## config.mk

```make
export PLATFORM = sky130hd
export DESIGN_NAME = psut_telemetry
export DESIGN_NICKNAME = d
export VERILOG_FILES = /design/src/include/psut_pkg.sv /design/src/verilog/psut_dip_filt.sv /design/src/verilog/psut_telemetry.sv
export SDC_FILE = /design/constraint.sdc
export NUM_CORES = 1
export LEC_CHECK = 0
export BUFFER_PORTS_ARGS = -buffer_cell sky130_fd_sc_hd__buf_2
export CORE_ASPECT_RATIO = 0.9
export CORE_UTILIZATION = 50
export CTS_BUF_LIST = sky130_fd_sc_hd__clkbuf_8
export CTS_CLUSTER_SIZE = 14
export DETAILED_ROUTE_END_ITERATION = 6
export GPL_ROUTABILITY_DRIVEN = 0
export PLACE_DENSITY = 0.75
export SLEW_MARGIN = 20
export SYNTH_ARGS = -nofsm -noshare
export SYNTH_HDL_FRONTEND = slang
export SYNTH_HIERARCHICAL = 1
export SYNTH_SLANG_ARGS = --single-unit
```

## constraint.sdc

```tcl
create_clock -name i_clk_sys -period 11.92 [get_ports i_clk_sys]
set_clock_uncertainty 0.2 [all_clocks]
set_input_delay 2.384 -clock i_clk_sys [delete_from_list [all_inputs] [get_ports i_clk_sys]]
set_output_delay 2.384 -clock i_clk_sys [all_outputs]
set_load 0.01 [all_outputs]
```

## src/include/psut_pkg.sv

```systemverilog
// Purpose: Shared constants and types for the supply telemetry block
// Assumes: 100 MHz system clock, analog readings arrive already digitised
// Notes: Output voltages in 10 mV units, input voltage in volts, currents in 100 mA units, temperatures in degC
//
// Function
// RULE1: Track highest incoming-air temperature since power-up, clamped -45..150 degC.
// RULE2: Report primary-side temperature clamped to -45..150 degC.
// RULE3: Track primary-side temperature peak since power-up, clamped -45..150 degC.
// RULE4: Keep non-volatile operating hours, capped at 262800.
// RULE5: Keep non-volatile operating minutes, never above 59.
// RULE6: Count input transients overall and over the last two minutes, capped 7200000.
// RULE7: Report RMS input voltage capped at 1130 V.
// RULE8: Report output voltage capped at 40 V; above setpoint flags back-feeding.
// RULE9: Increment non-volatile turn-on counter each power-up, capped at 7200000.
// RULE10: Report hours since boot, restarted at boot, capped at 1000000.
// RULE11: Report minutes since boot, never above 59.
// RULE12: Health bit is one while the non-volatile memory works.
// RULE13: Shut-down bit one disables output, zero re-enables it.
// RULE14: Output-good event once output reaches 90 percent of setpoint.
// RULE15: Dip warning when output falls more than 10 percent below setpoint.
// RULE16: Dip warning lasts at least 250 ms.
// RULE17: Dips shorter than 1 ms raise no warning.
// RULE18: Overpower event while reserve power runs and current exceeds 105 percent.
// RULE19: Refresh parameter values every 50 ms.
// RULE20: Publish two-byte output current every 2 ms.
// RULE21: Shut down at once; restart within 350 ms of clearing the bit.
// RULE22: Minutes wrap 59 to zero and carry into hours.
// RULE23: Every counter saturates at its maximum.
package psut_pkg;

	// ****************************************************************
	// Timing
	// ****************************************************************
	localparam int CLK_HZ = 100000000;
	localparam int MS_CYC = CLK_HZ / 1000;
	localparam int REFRESH_MS = 50;
	localparam int PD_MS = 2;
	localparam int DIP_MIN_MS = 1;
	localparam int DIP_MIN_CYC = DIP_MIN_MS * MS_CYC;
	localparam int STRETCH_MS = 250;
	localparam int RESTART_MS = 350;
	localparam int MINUTE_S = 60;
	localparam int MINUTE_MS = MINUTE_S * 1000;
	localparam int WIN_MIN = 2;
	localparam int WIN_MS = WIN_MIN * MINUTE_MS;

	// ****************************************************************
	// Widths and limits
	// ****************************************************************
	typedef logic signed [8:0] psut_temp_t;
	localparam psut_temp_t TEMP_MIN = -9'sh02D;
	localparam psut_temp_t TEMP_MAX = 9'sh096;
	localparam logic [22:0] OPH_MAX = 23'h040290;
	localparam logic [22:0] UPH_MAX = 23'h0F4240;
	localparam logic [22:0] CNT_MAX = 23'h6DDD00;
	localparam logic [5:0] MIN_MAX = 6'h3B;
	localparam logic [10:0] VIN_MAX = 11'h46A;
	localparam logic [11:0] VOUT_MAX = 12'hFA0;
	localparam logic [15:0] INOM = 16'h0190;
	localparam logic [6:0] PCT_FULL = 7'h64;
	localparam logic [6:0] GOOD_PCT = 7'h5A;
	localparam logic [6:0] OVP_PCT = 7'h69;

	// ****************************************************************
	// State encodings
	// ****************************************************************
	typedef enum logic [1:0] {
		PSUT_INIT = 2'b01,
		PSUT_RUN = 2'b10
	} psut_main_e;

	typedef enum logic [2:0] {
		PSUT_DIP_IDLE = 3'b001,
		PSUT_DIP_QUAL = 3'b010,
		PSUT_DIP_HOLD = 3'b100
	} psut_dip_e;

endpackage

```

## src/verilog/psut_dip_filt.sv

```systemverilog
// Purpose: Output dip qualifier and stretcher
// Assumes: i_ms_tick is a one-cycle pulse every millisecond
// Notes: Warning rises once a dip has persisted the qualifying time
`timescale 1ns/1ns
module psut_dip_filt #(
	parameter int P_DIP_CYC = psut_pkg::DIP_MIN_CYC
) (
	// Clock and reset
	input wire logic i_clk_sys,
	input wire logic i_resetn,
	// Timing and condition
	input wire logic i_ms_tick,
	input wire logic i_dip,
	// Result
	output logic o_warn
);

	typedef struct packed {
		psut_pkg::psut_dip_e st;
		logic [16:0] qcnt;
		logic [8:0] hcnt;
		logic warn;
	} psut_dip_s;

	psut_dip_s q;
	psut_dip_s d;

	always_comb begin
		d = q;
		case (q.st)
			psut_pkg::PSUT_DIP_IDLE: begin
				if (i_dip) begin
					d.qcnt = 17'h00001;
					d.st = psut_pkg::PSUT_DIP_QUAL;
				end
			end
			psut_pkg::PSUT_DIP_QUAL: begin
				if (!i_dip) begin
					d.st = psut_pkg::PSUT_DIP_IDLE; // RULE17
				end else if (q.qcnt >= 17'(P_DIP_CYC - 1)) begin
					d.warn = 1'b1; // RULE15
					d.hcnt = 9'h000;
					d.st = psut_pkg::PSUT_DIP_HOLD;
				end else begin
					d.qcnt = q.qcnt + 17'h00001;
				end
			end
			psut_pkg::PSUT_DIP_HOLD: begin
				// One extra tick so a partial first millisecond still leaves the full length
				if (i_ms_tick && q.hcnt != 9'(psut_pkg::STRETCH_MS + 1)) begin
					d.hcnt = q.hcnt + 9'h001;
				end
				if (q.hcnt == 9'(psut_pkg::STRETCH_MS + 1) && !i_dip) begin
					d.warn = 1'b0; // RULE16
					d.st = psut_pkg::PSUT_DIP_IDLE;
				end
			end
			default: begin
				d.st = psut_pkg::PSUT_DIP_IDLE;
				d.warn = 1'b0;
			end
		endcase
	end

	always_ff @(posedge i_clk_sys) begin
		if (!i_resetn) begin
			q <= '0;
			q.st <= psut_pkg::PSUT_DIP_IDLE;
		end else begin
			q <= d;
		end
	end

	assign o_warn = q.warn;

endmodule

```

## src/verilog/psut_telemetry.sv

```systemverilog
// Purpose: Telemetry parameters, counters and events of the supply
// Assumes: Release of i_resetn marks a power-up; non-volatile values are valid then
// Notes: Published parameters change only at power-up and on the 50 ms refresh strobe
`timescale 1ns/1ns
module psut_telemetry #(
	parameter int P_MS_CYC = psut_pkg::MS_CYC,
	parameter int P_DIP_CYC = psut_pkg::DIP_MIN_CYC,
	parameter int P_MIN_MS = psut_pkg::MINUTE_MS,
	parameter int P_WIN_MS = psut_pkg::WIN_MS
) (
	// Clock and reset
	input wire logic i_clk_sys,
	input wire logic i_resetn,
	// Measurements
	input wire logic signed [9:0] i_temp_air,
	input wire logic signed [9:0] i_temp_pri,
	input wire logic [11:0] i_vin,
	input wire logic [12:0] i_vout,
	input wire logic [11:0] i_vset,
	input wire logic [15:0] i_iout,
	input wire logic i_reserve,
	input wire logic i_transient,
	// Non-volatile store
	input wire logic i_nv_ok,
	input wire logic [18:0] i_nv_op_hours,
	input wire logic [5:0] i_nv_op_minutes,
	input wire logic [22:0] i_nv_turn_ons,
	output logic o_nv_store,
	output logic [18:0] o_nv_op_hours,
	output logic [5:0] o_nv_op_minutes,
	output logic [22:0] o_nv_turn_ons,
	// Control
	input wire logic i_shutdown,
	output logic o_out_enable,
	// Published parameters
	output logic o_refresh,
	output logic signed [8:0] o_temp_air_max,
	output logic signed [8:0] o_temp_pri,
	output logic signed [8:0] o_temp_pri_max,
	output logic [18:0] o_op_hours,
	output logic [5:0] o_op_minutes,
	output logic [22:0] o_trans_total,
	output logic [22:0] o_trans_2min,
	output logic [10:0] o_vin,
	output logic [11:0] o_vout,
	output logic o_backfeed,
	output logic [22:0] o_turn_ons,
	output logic [19:0] o_up_hours,
	output logic [5:0] o_up_minutes,
	output logic o_nv_health,
	// Process data
	output logic [15:0] o_pd_current,
	output logic o_pd_strobe,
	// Events
	output logic o_output_good_event,
	output logic o_output_dip_warning,
	output logic o_overpower_event
);

	// ****************************************************************
	// State
	// ****************************************************************
	typedef struct packed {
		psut_pkg::psut_main_e st;
		logic [16:0] div;
		logic ms;
		logic [5:0] rf_cnt;
		logic [1:0] pd_cnt;
		logic [16:0] min_cnt;
		logic [16:0] win_cnt;
		logic [8:0] rs_cnt;
		logic [18:0] op_h;
		logic [5:0] op_m;
		logic [19:0] up_h;
		logic [5:0] up_m;
		logic [22:0] ton;
		logic [22:0] tr_all;
		logic [22:0] tr_win;
		logic [22:0] tr_2m;
		logic refresh;
		psut_pkg::psut_temp_t air_max;
		psut_pkg::psut_temp_t pri;
		psut_pkg::psut_temp_t pri_max;
		logic [18:0] p_op_h;
		logic [5:0] p_op_m;
		logic [19:0] p_up_h;
		logic [5:0] p_up_m;
		logic [22:0] p_ton;
		logic [22:0] p_tr_all;
		logic [22:0] p_tr_2m;
		logic [10:0] vin;
		logic [11:0] vout;
		logic backfeed;
		logic nv_ok;
		logic nv_store;
		logic out_en;
		logic [15:0] pd;
		logic pd_stb;
		logic good;
		logic armed;
		logic good_ev;
		logic ovp;
	} psut_state_s;

	psut_state_s q;
	psut_state_s d;
	logic dip_warn;
	logic dip_now;

	// ****************************************************************
	// Helpers
	// ****************************************************************
	function automatic logic [22:0] sat_inc(input logic [22:0] v, input logic [22:0] mx);
		return (v >= mx) ? mx : v + 23'h000001;
	endfunction

	function automatic psut_pkg::psut_temp_t clamp_t(input logic signed [9:0] v);
		psut_pkg::psut_temp_t r;
		if (v < psut_pkg::TEMP_MIN) begin
			r = psut_pkg::TEMP_MIN;
		end else if (v > psut_pkg::TEMP_MAX) begin
			r = psut_pkg::TEMP_MAX;
		end else begin
			r = v[8:0];
		end
		return r;
	endfunction

	function automatic logic [22:0] scale(input logic [15:0] a, input logic [6:0] pct);
		return 23'(a) * 23'(pct);
	endfunction

	// Once the hours saturate, the minutes run on to their ceiling and both fields then stay there
	function automatic logic [25:0] tick_min(input logic [19:0] h, input logic [5:0] m,
		input logic [22:0] mx);
		logic [19:0] nh;
		logic [5:0] nm;
		nh = h;
		nm = m;
		if (m >= psut_pkg::MIN_MAX) begin
			if (23'(h) >= mx) begin
				nm = psut_pkg::MIN_MAX;
			end else begin
				nm = 6'h00;
				nh = 20'(sat_inc(23'(h), mx));
			end
		end else begin
			nm = m + 6'h01;
		end
		return {nh, nm};
	endfunction

	// ****************************************************************
	// Dip qualification
	// ****************************************************************
	// Only a supply that has reached its good level can dip
	assign dip_now = q.armed && q.out_en && !q.good; // RULE15

	psut_dip_filt #(
		.P_DIP_CYC(P_DIP_CYC)
	) u_dip (
		.i_clk_sys(i_clk_sys),
		.i_resetn(i_resetn),
		.i_ms_tick(q.ms),
		.i_dip(dip_now),
		.o_warn(dip_warn)
	);

	// ****************************************************************
	// Next state
	// ****************************************************************
	always_comb begin
		logic [25:0] t;
		logic [11:0] vo;
		logic win_end;
		t = '0;
		vo = (i_vout > 13'(psut_pkg::VOUT_MAX)) ? psut_pkg::VOUT_MAX : i_vout[11:0]; // RULE8
		win_end = 1'b0;
		d = q;
		d.ms = 1'b0;
		d.refresh = 1'b0;
		d.pd_stb = 1'b0;
		d.nv_store = 1'b0;
		d.good_ev = 1'b0;

		// Millisecond enable
		if (q.div >= 17'(P_MS_CYC - 1)) begin
			d.div = 17'h00000;
			d.ms = 1'b1;
		end else begin
			d.div = q.div + 17'h00001;
		end

		case (q.st)
			psut_pkg::PSUT_INIT: begin
				// Power-up: restore stored totals and count this turn-on
				d.op_h = (23'(i_nv_op_hours) > psut_pkg::OPH_MAX) ? 19'(psut_pkg::OPH_MAX)
					: i_nv_op_hours; // RULE4
				d.op_m = (i_nv_op_minutes > psut_pkg::MIN_MAX) ? psut_pkg::MIN_MAX
					: i_nv_op_minutes; // RULE5
				d.ton = sat_inc(i_nv_turn_ons, psut_pkg::CNT_MAX); // RULE9
				d.nv_store = 1'b1;
				d.up_h = 20'h00000; // RULE10
				d.up_m = 6'h00; // RULE11
				d.air_max = psut_pkg::TEMP_MIN; // RULE1
				d.pri_max = psut_pkg::TEMP_MIN; // RULE3
				d.rf_cnt = 6'(psut_pkg::REFRESH_MS - 1);
				d.st = psut_pkg::PSUT_RUN;
			end
			psut_pkg::PSUT_RUN: begin
				// Elapsed time
				if (q.ms) begin
					if (q.min_cnt >= 17'(P_MIN_MS - 1)) begin
						d.min_cnt = 17'h00000;
						t = tick_min(20'(q.op_h), q.op_m, psut_pkg::OPH_MAX); // RULE22
						d.op_h = t[24:6]; // RULE4
						d.op_m = t[5:0]; // RULE5
						t = tick_min(q.up_h, q.up_m, psut_pkg::UPH_MAX); // RULE23
						d.up_h = t[25:6]; // RULE10
						d.up_m = t[5:0]; // RULE11
						d.nv_store = 1'b1;
					end else begin
						d.min_cnt = q.min_cnt + 17'h00001;
					end
					if (q.win_cnt >= 17'(P_WIN_MS - 1)) begin
						d.win_cnt = 17'h00000;
						win_end = 1'b1;
					end else begin
						d.win_cnt = q.win_cnt + 17'h00001;
					end
				end

				// Input transients; a pulse on the window edge lands in the closing window
				if (i_transient) begin
					d.tr_all = sat_inc(q.tr_all, psut_pkg::CNT_MAX); // RULE6
					d.tr_win = sat_inc(q.tr_win, psut_pkg::CNT_MAX); // RULE23
				end
				if (win_end) begin
					d.tr_2m = d.tr_win; // RULE6
					d.tr_win = 23'h000000;
				end

				// Process data
				if (q.ms) begin
					if (q.pd_cnt >= 2'(psut_pkg::PD_MS - 1)) begin
						d.pd_cnt = 2'h0;
						d.pd = i_iout; // RULE20
						d.pd_stb = 1'b1;
					end else begin
						d.pd_cnt = q.pd_cnt + 2'h1;
					end
				end

				// Parameter refresh
				if (q.ms) begin
					if (q.rf_cnt >= 6'(psut_pkg::REFRESH_MS - 1)) begin
						d.rf_cnt = 6'h00;
						d.refresh = 1'b1; // RULE19
					end else begin
						d.rf_cnt = q.rf_cnt + 6'h01;
					end
				end

				// Shut-down acts at once, restart waits out the turn-on delay
				if (i_shutdown) begin
					d.out_en = 1'b0; // RULE13
					d.rs_cnt = 9'h000;
				end else if (!q.out_en && q.ms) begin
					if (q.rs_cnt >= 9'(psut_pkg::RESTART_MS - 1)) begin
						d.out_en = 1'b1; // RULE21
					end else begin
						d.rs_cnt = q.rs_cnt + 9'h001;
					end
				end
			end
			default: begin
				d.st = psut_pkg::PSUT_INIT;
			end
		endcase

		// Snapshot for the master; the refresh strobe is one cycle ahead of the values
		if (q.refresh || q.st == psut_pkg::PSUT_INIT) begin
			d.air_max = ($signed(clamp_t(i_temp_air)) > $signed(q.air_max)) ? clamp_t(i_temp_air)
				: q.air_max; // RULE1
			d.pri = clamp_t(i_temp_pri); // RULE2
			d.pri_max = ($signed(clamp_t(i_temp_pri)) > $signed(q.pri_max)) ? clamp_t(i_temp_pri)
				: q.pri_max; // RULE3
			if (q.st == psut_pkg::PSUT_INIT) begin
				d.air_max = clamp_t(i_temp_air);
				d.pri_max = clamp_t(i_temp_pri);
			end
			d.vin = (i_vin > 12'(psut_pkg::VIN_MAX)) ? psut_pkg::VIN_MAX : i_vin[10:0]; // RULE7
			d.vout = vo; // RULE8
			d.backfeed = (vo > i_vset); // RULE8
			d.nv_ok = i_nv_ok; // RULE12
			d.p_op_h = d.op_h; // RULE19
			d.p_op_m = d.op_m;
			d.p_up_h = d.up_h;
			d.p_up_m = d.up_m;
			d.p_ton = d.ton;
			d.p_tr_all = d.tr_all;
			d.p_tr_2m = d.tr_2m;
		end

		// Events follow the live readings, not the snapshot
		d.good = (scale(16'(vo), psut_pkg::PCT_FULL) >= scale(16'(i_vset), psut_pkg::GOOD_PCT));
		d.good_ev = d.good && !q.good && q.out_en; // RULE14
		if (!q.out_en) begin
			d.armed = 1'b0;
		end else if (q.good) begin
			d.armed = 1'b1;
		end
		d.ovp = i_reserve
			&& (scale(i_iout, psut_pkg::PCT_FULL) > scale(psut_pkg::INOM, psut_pkg::OVP_PCT)); // RULE18
	end

	// ****************************************************************
	// Registers
	// ****************************************************************
	always_ff @(posedge i_clk_sys) begin
		if (!i_resetn) begin
			q <= '0;
			q.st <= psut_pkg::PSUT_INIT;
			q.air_max <= psut_pkg::TEMP_MIN;
			q.pri <= psut_pkg::TEMP_MIN;
			q.pri_max <= psut_pkg::TEMP_MIN;
		end else begin
			q <= d;
		end
	end

	// ****************************************************************
	// Outputs
	// ****************************************************************
	assign o_nv_store = q.nv_store;
	assign o_nv_op_hours = q.op_h;
	assign o_nv_op_minutes = q.op_m;
	assign o_nv_turn_ons = q.ton;
	assign o_out_enable = q.out_en;
	assign o_refresh = q.refresh;
	assign o_temp_air_max = q.air_max;
	assign o_temp_pri = q.pri;
	assign o_temp_pri_max = q.pri_max;
	assign o_op_hours = q.p_op_h;
	assign o_op_minutes = q.p_op_m;
	assign o_trans_total = q.p_tr_all;
	assign o_trans_2min = q.p_tr_2m;
	assign o_vin = q.vin;
	assign o_vout = q.vout;
	assign o_backfeed = q.backfeed;
	assign o_turn_ons = q.p_ton;
	assign o_up_hours = q.p_up_h;
	assign o_up_minutes = q.p_up_m;
	assign o_nv_health = q.nv_ok;
	assign o_pd_current = q.pd;
	assign o_pd_strobe = q.pd_stb;
	assign o_output_good_event = q.good_ev;
	assign o_output_dip_warning = dip_warn;
	assign o_overpower_event = q.ovp;

endmodule

```

==> After elaboration in Yosys (flattened, before gate mapping) <==
Cells that the tools add are included.
{ "word_totals": {"reg_bits": 440, "inputBits": 127, "output_inout_bits": 243, "word_cells": 210} }
{ "classes": {"n_addsub": 15, "mul": 3, "n_lt_le_gt_ge": 27, "eq_ne": 16, "n_mux": 70, "bitwise_logic": 2, "n_reduce_logical": 34} }
{ "op_table": {"columns": ["operator", "n"], "rows": [
  ["$mux 172", 1],
  ["$mux 9", 15],
  ["$mux 51", 2],
  ["$pmux 51 s2", 1],
  ["$mux 23", 4],
  ["$mux 46", 2],
  ["$mux 70", 1],
  ["$add 23x1->23 const B", 3],
  ["$ge 23x23->1 const B", 3],
  ["$add 17x1->17 const B", 4],
  ["$mux 20", 3],
  ["$mux 19", 3],
  ["$ge 17x17->1 const B", 3],
  ["$mux 17", 3],
  ["$mux 6", 7],
  ["$pmux 17 s2", 1],
  ["$mux 27", 1],
  ["$gt 23x16->1 const B", 1],
  ["$mul 16x5->21 const B", 1],
  ["$add 20x1->20 const B", 1],
  ["$ge 20x20->1 const B", 1],
  ["$gt 10x9->1 const B", 2],
  ["$lt 10x7->1 const B", 2],
  ["$add 19x1->19 const B", 1],
  ["other kinds (48)", 101]
]} }

==> Depth between registers and ports, before layout <==
{ "depth": {"ltp_word": 8, "mapped_depth": 27, "ltp_nobuf": 26} }

==> Modules after synthesis <==
The synthesis kept the hierarchy.
{ "modules_own_cells": {"columns": ["module", "n_inst", "cells_per_inst", "area_per_inst_um2", "seq_area_each_um2"], "rows": [
  ["psut_telemetry", 1, 3028, 24873.9, 8207.9],
  ["psut_dip_filt", 1, 197, 1660.3, 600.6]
]} }

==> Least setup slack after synthesis <==
OpenSTA, ideal clock, no wires.
{ "synth_timing": {"kind": "input-to-reg", "from": "input port i_vout[4]", "to": "register q, in the netlist o_output_good_event", "setup_time_ns": 0.117, "arrival_time_ns": 7.062, "required_time_ns": 11.603, "slack_ns": 4.540, "cell_stages": 27, "n_path_buf": 1, "cell_sequence": "or4_1 > o21ai_0 > a21oi_1 > nor2_1 > clkbuf_1 > nand2_1 > inv_1 > ha_1 > ha_1 > ha_1 > inv_1 > fa_1 > inv_1 > a21oi_1 > o21bai_1 > a21o_1 > a21oi_1 > xnor2_1 > ha_1 > a21o_1 > a21oi_1 > nor2b_1 > o21ai_0 > a21oi_1 > a2111oi_0 > a31oi_1 > nor3b_1"} }
{ "synth_via": {"elab_chain_len": 6} }
{ "synth_lines": {"columns": ["element", "line", "rtl"], "rows": [
  ["start: declaration", "psut_telemetry.sv:18", "input wire logic [12:0] i_vout,"],
  ["$gt 13x12->1", "psut_telemetry.sv:177", "vo = (i_vout > 13'(psut_pkg::VOUT_MAX)) ? psut_pkg::VOUT_MAX : i_vout[11:0];"],
  ["$mux 12 (*)", "psut_telemetry.sv:177", null],
  ["$mul 12x5->17 (*)", "psut_telemetry.sv:130", "return 23'(a) * 23'(pct);"],
  ["$ge 19x19->1 (*)", "psut_telemetry.sv:306", "d.good = (scale(16'(vo), psut_pkg::PCT_FULL) >= scale(16'(i_vset), psut_pkg::GOOD_PCT));"],
  ["$logic_and 1x1->1 (*) (2 in a row)", "psut_telemetry.sv:307", "d.good_ev = d.good && !q.good && q.out_en;"],
  ["end: declaration", "psut_telemetry.sv:105", "psut_state_s q;"]
]} }
Mark *: on every way between the ends. The rest lies on a longest branch, timed or not.
A chain may end at the register's enable or synchronous reset.

==> Worst setup path in the final report <==
Ends and elaborated chain as after synthesis.

==> out/metrics.yaml <==
grt_overflow_total: 0
min_path_type: "reg2reg"
hpwl_mm: 48.8
vias: 22849
power_density_nw_per_um2: 153
wirelength_mm: 68.0
yosysSeqAreaShare: 0.332
drv_slew: 0
setup_tns_ps: 0
reg2reg_to: "u_dip/q[6]$_SDFFE_PN0P_"
grt_max_degree: 78
cts_sinks: 440
post_cts_buffers: 0
clkLatencyLatePin_ps: 670
crit_fanout: 15
drive_gt1_frac: 0.171
nFillCells: 4840
ys.flop_type: "dfxtp_1"
cts_tree: "built"
register_area_sq_um: 8810
reg2regPathDepth: 7
ant_nets: 0
worst_hold_startpoint: "o_up_hours[11]$_SDFFE_PN0N_"
cts_hold_buf: 0
die-width_microns: 245
io_buffers: 369
core_sq_um: 52100
multi_input_area_sq_um: 14600
status: "complete, no violations"
tightest_slew_ps: 1120
clk_path_buf_depth: 3
nets: 3673
diodes: 0
syn_nets: 3578
crit_required_ps: 12250
dieArea_sq_um: 54000
start_util: 0.509
p_leak_uw: 0.0128
slew_headroom: 0.248
setup_viol: 0
critPathCaptureType: "flop"
worstSetupPathType: "in2reg"
cts-root-buf: "clkbuf_8"
max-cap-violations: 0
grtUsageTotal: 0.246
routed_via_density: 5.61
die_y_microns: 221
fin_crit_ps: 7640
timing.rr.start: "o_out_enable$_SDFFE_PN0P_"
yosysUniqueCellTypes: 85
drtIter0Drc: 1476
first_global_vias: 21146
rsz0062_at_grt: "false"
ir_drop_uv: 103
startpoint_type: "input port"
min_path_cells: 2
cts_made_buffers: 77
setup_ws_ps: 4280
hold-path-endpoint: "o_up_hours[11]$_SDFFE_PN0N_"
clk_pin_slew_ps: 60
grt_antenna_before_repair: 1
mostFrequentLayoutCells: "dfxtp_1 (440), buf_2 (369), nor2_1 (324), inv_1 (235), nand2_1 (235)"
grt_pass1_wl_mm: 109
clock.fmax_ghz: 0.131
yosysWarnings: 6
worst-r2r-setup-slack_ps: 8340
area_growth_pct: 8.73
fin_crit_sh: 0.641
drt-pass1-iter-count: 6
pre_cts_slack_ps: 3700
drcViolationCount: 0
startpoint: "i_vout[4]"
finalHoldViolCount: 0
pin_count: 370
synth_edf_count: 0
h-tree-depth: 3
syn_inst: 3225
arrival_ps: 7980
final_common_cell: "dfxtp_1"
synth_seq_cells: 440
syn_area_per_cell_sq_um: 8.23
cts_resized: 0
syn_area_sq_um: 26500
wl_per_cell_microns: 16.7
std_cell_rows: 79
async_flop_share: 0
[Yosys cell counts (30+ instances only)]
library cell,n,area (sq um)
a211oi_1,30,225
a21oi_1,207,1040
a22oi_1,33,248
and3_1,60,375
buf_4,234,1760
clkbuf_1,120,450
dfxtp_1,440,8810
fa_1,35,701
ha_1,191,2390
inv_1,222,833
nand2_1,235,882
nand3_1,104,521
nand4_1,54,338
nor2_1,326,1220
nor3_1,76,380
o21ai_0,184,921
xnor2_1,75,657
xor2_1,86,753
[layout make-up]
cell class                 count  share of cell area
multi-input combinational   2188               0.507
sequential                   440               0.305
timing repair buffer         389              0.0692
clock buffer                 100              0.0477
tap                          688              0.0298
inverter                     224              0.0293
clock inverter                42              0.0115
[report_power, final]
part	internal [uW]	total [uW]	switching [uW]
sequential	1580	1650	73.8
clock	852	1520	668
combinational	480	1250	766
[flip-flops by register name, indices dropped and copies added (netlist names), 6 cells and up]
register	count
o_nv_op_minutes	6
o_trans_2min	23
o_turn_ons	23
o_op_hours	19
q	168
o_nv_op_hours	19
o_temp_pri_max	9
o_temp_pri	9
o_nv_turn_ons	23
o_vin	11
o_up_minutes	6
o_pd_current	16
u_dip/q	29
o_temp_air_max	9
o_vout	12
o_trans_total	23
o_op_minutes	6
o_up_hours	20
[per-layer routing]
metal	track usage	vias up	part of all wire
met5	0	-	0.00019
met4	0.0913	2	0.030
met3	0.0444	157	0.055
met2	0.390	658	0.45
met1	0.333	10761	0.47
li1	-	11271	-
[worst max-delay path, stage by stage]
cell and delay (ps):
buf_2 140, or4_1 500, o21ai_0 150, a21oi_1 130
nor2_1 590, nand2_1 180, inv_1 180, ha_1 200
ha_1 250, ha_1 310, inv_1 60, fa_1 460
inv_1 70, a21oi_1 60, o21bai_1 210, a21o_1 180
a21oi_1 80, xnor2_1 130, ha_1 320, a21o_1 190
a21oi_1 140, nor2b_1 60, o21ai_0 150, a21oi_1 80
a2111oi_0 420, a31oi_1 170, nor3b_1 180
[worst max-delay path by stage]
stage / to / slack, ps / depth (start not counted)
5_1_grt: o_output_good_event$_SDFF_PN0_ / 3700 / 27
3_3_place_gp: o_output_good_event$_SDFF_PN0_ / 3880 / 27
4_1_cts: o_output_good_event$_SDFF_PN0_ / 4320 / 27
3_5_place_dp: o_output_good_event$_SDFF_PN0_ / 3700 / 27
6_report: o_output_good_event$_SDFF_PN0_ / 4280 / 27
2_1_floorplan: o_output_good_event$_SDFF_PN0_ / 4540 / 27
[stage by stage]
step                      instances  total power (uW)  cell area (sq um)  hold WS (ps)   util
after floorplan                3225              2650              26500           223      -
after global placement         3927              2890              27100           231  0.520
after detailed placement       3929              2920              27100           239  0.521
after CTS                      4071              4460              28800           250  0.554
after global routing           4071              4690              28900           266  0.554
final                          4071              4420              28900           245  0.554
[kinds of logic (layout without fill, tap and decap cells)]
| kind of cell | count (synthesis) | count (layout) | share of synthesized area |
|---|---|---|---|
| xor gates and xnor gates | 161 | 161 | 0.0531 |
| adders and majority gates | 226 | 226 | 0.116 |
| DFF | 440 | 440 | 0.332 |
| and+or+nand+nor | 1019 | 1019 | 0.183 |
| AOI/OAI and AO/OA | 746 | 746 | 0.183 |
| buffers and inverters | 597 | 755 | 0.118 |
| muxes | 36 | 36 | 0.0139 |
(Power assumes the default switching activity.)
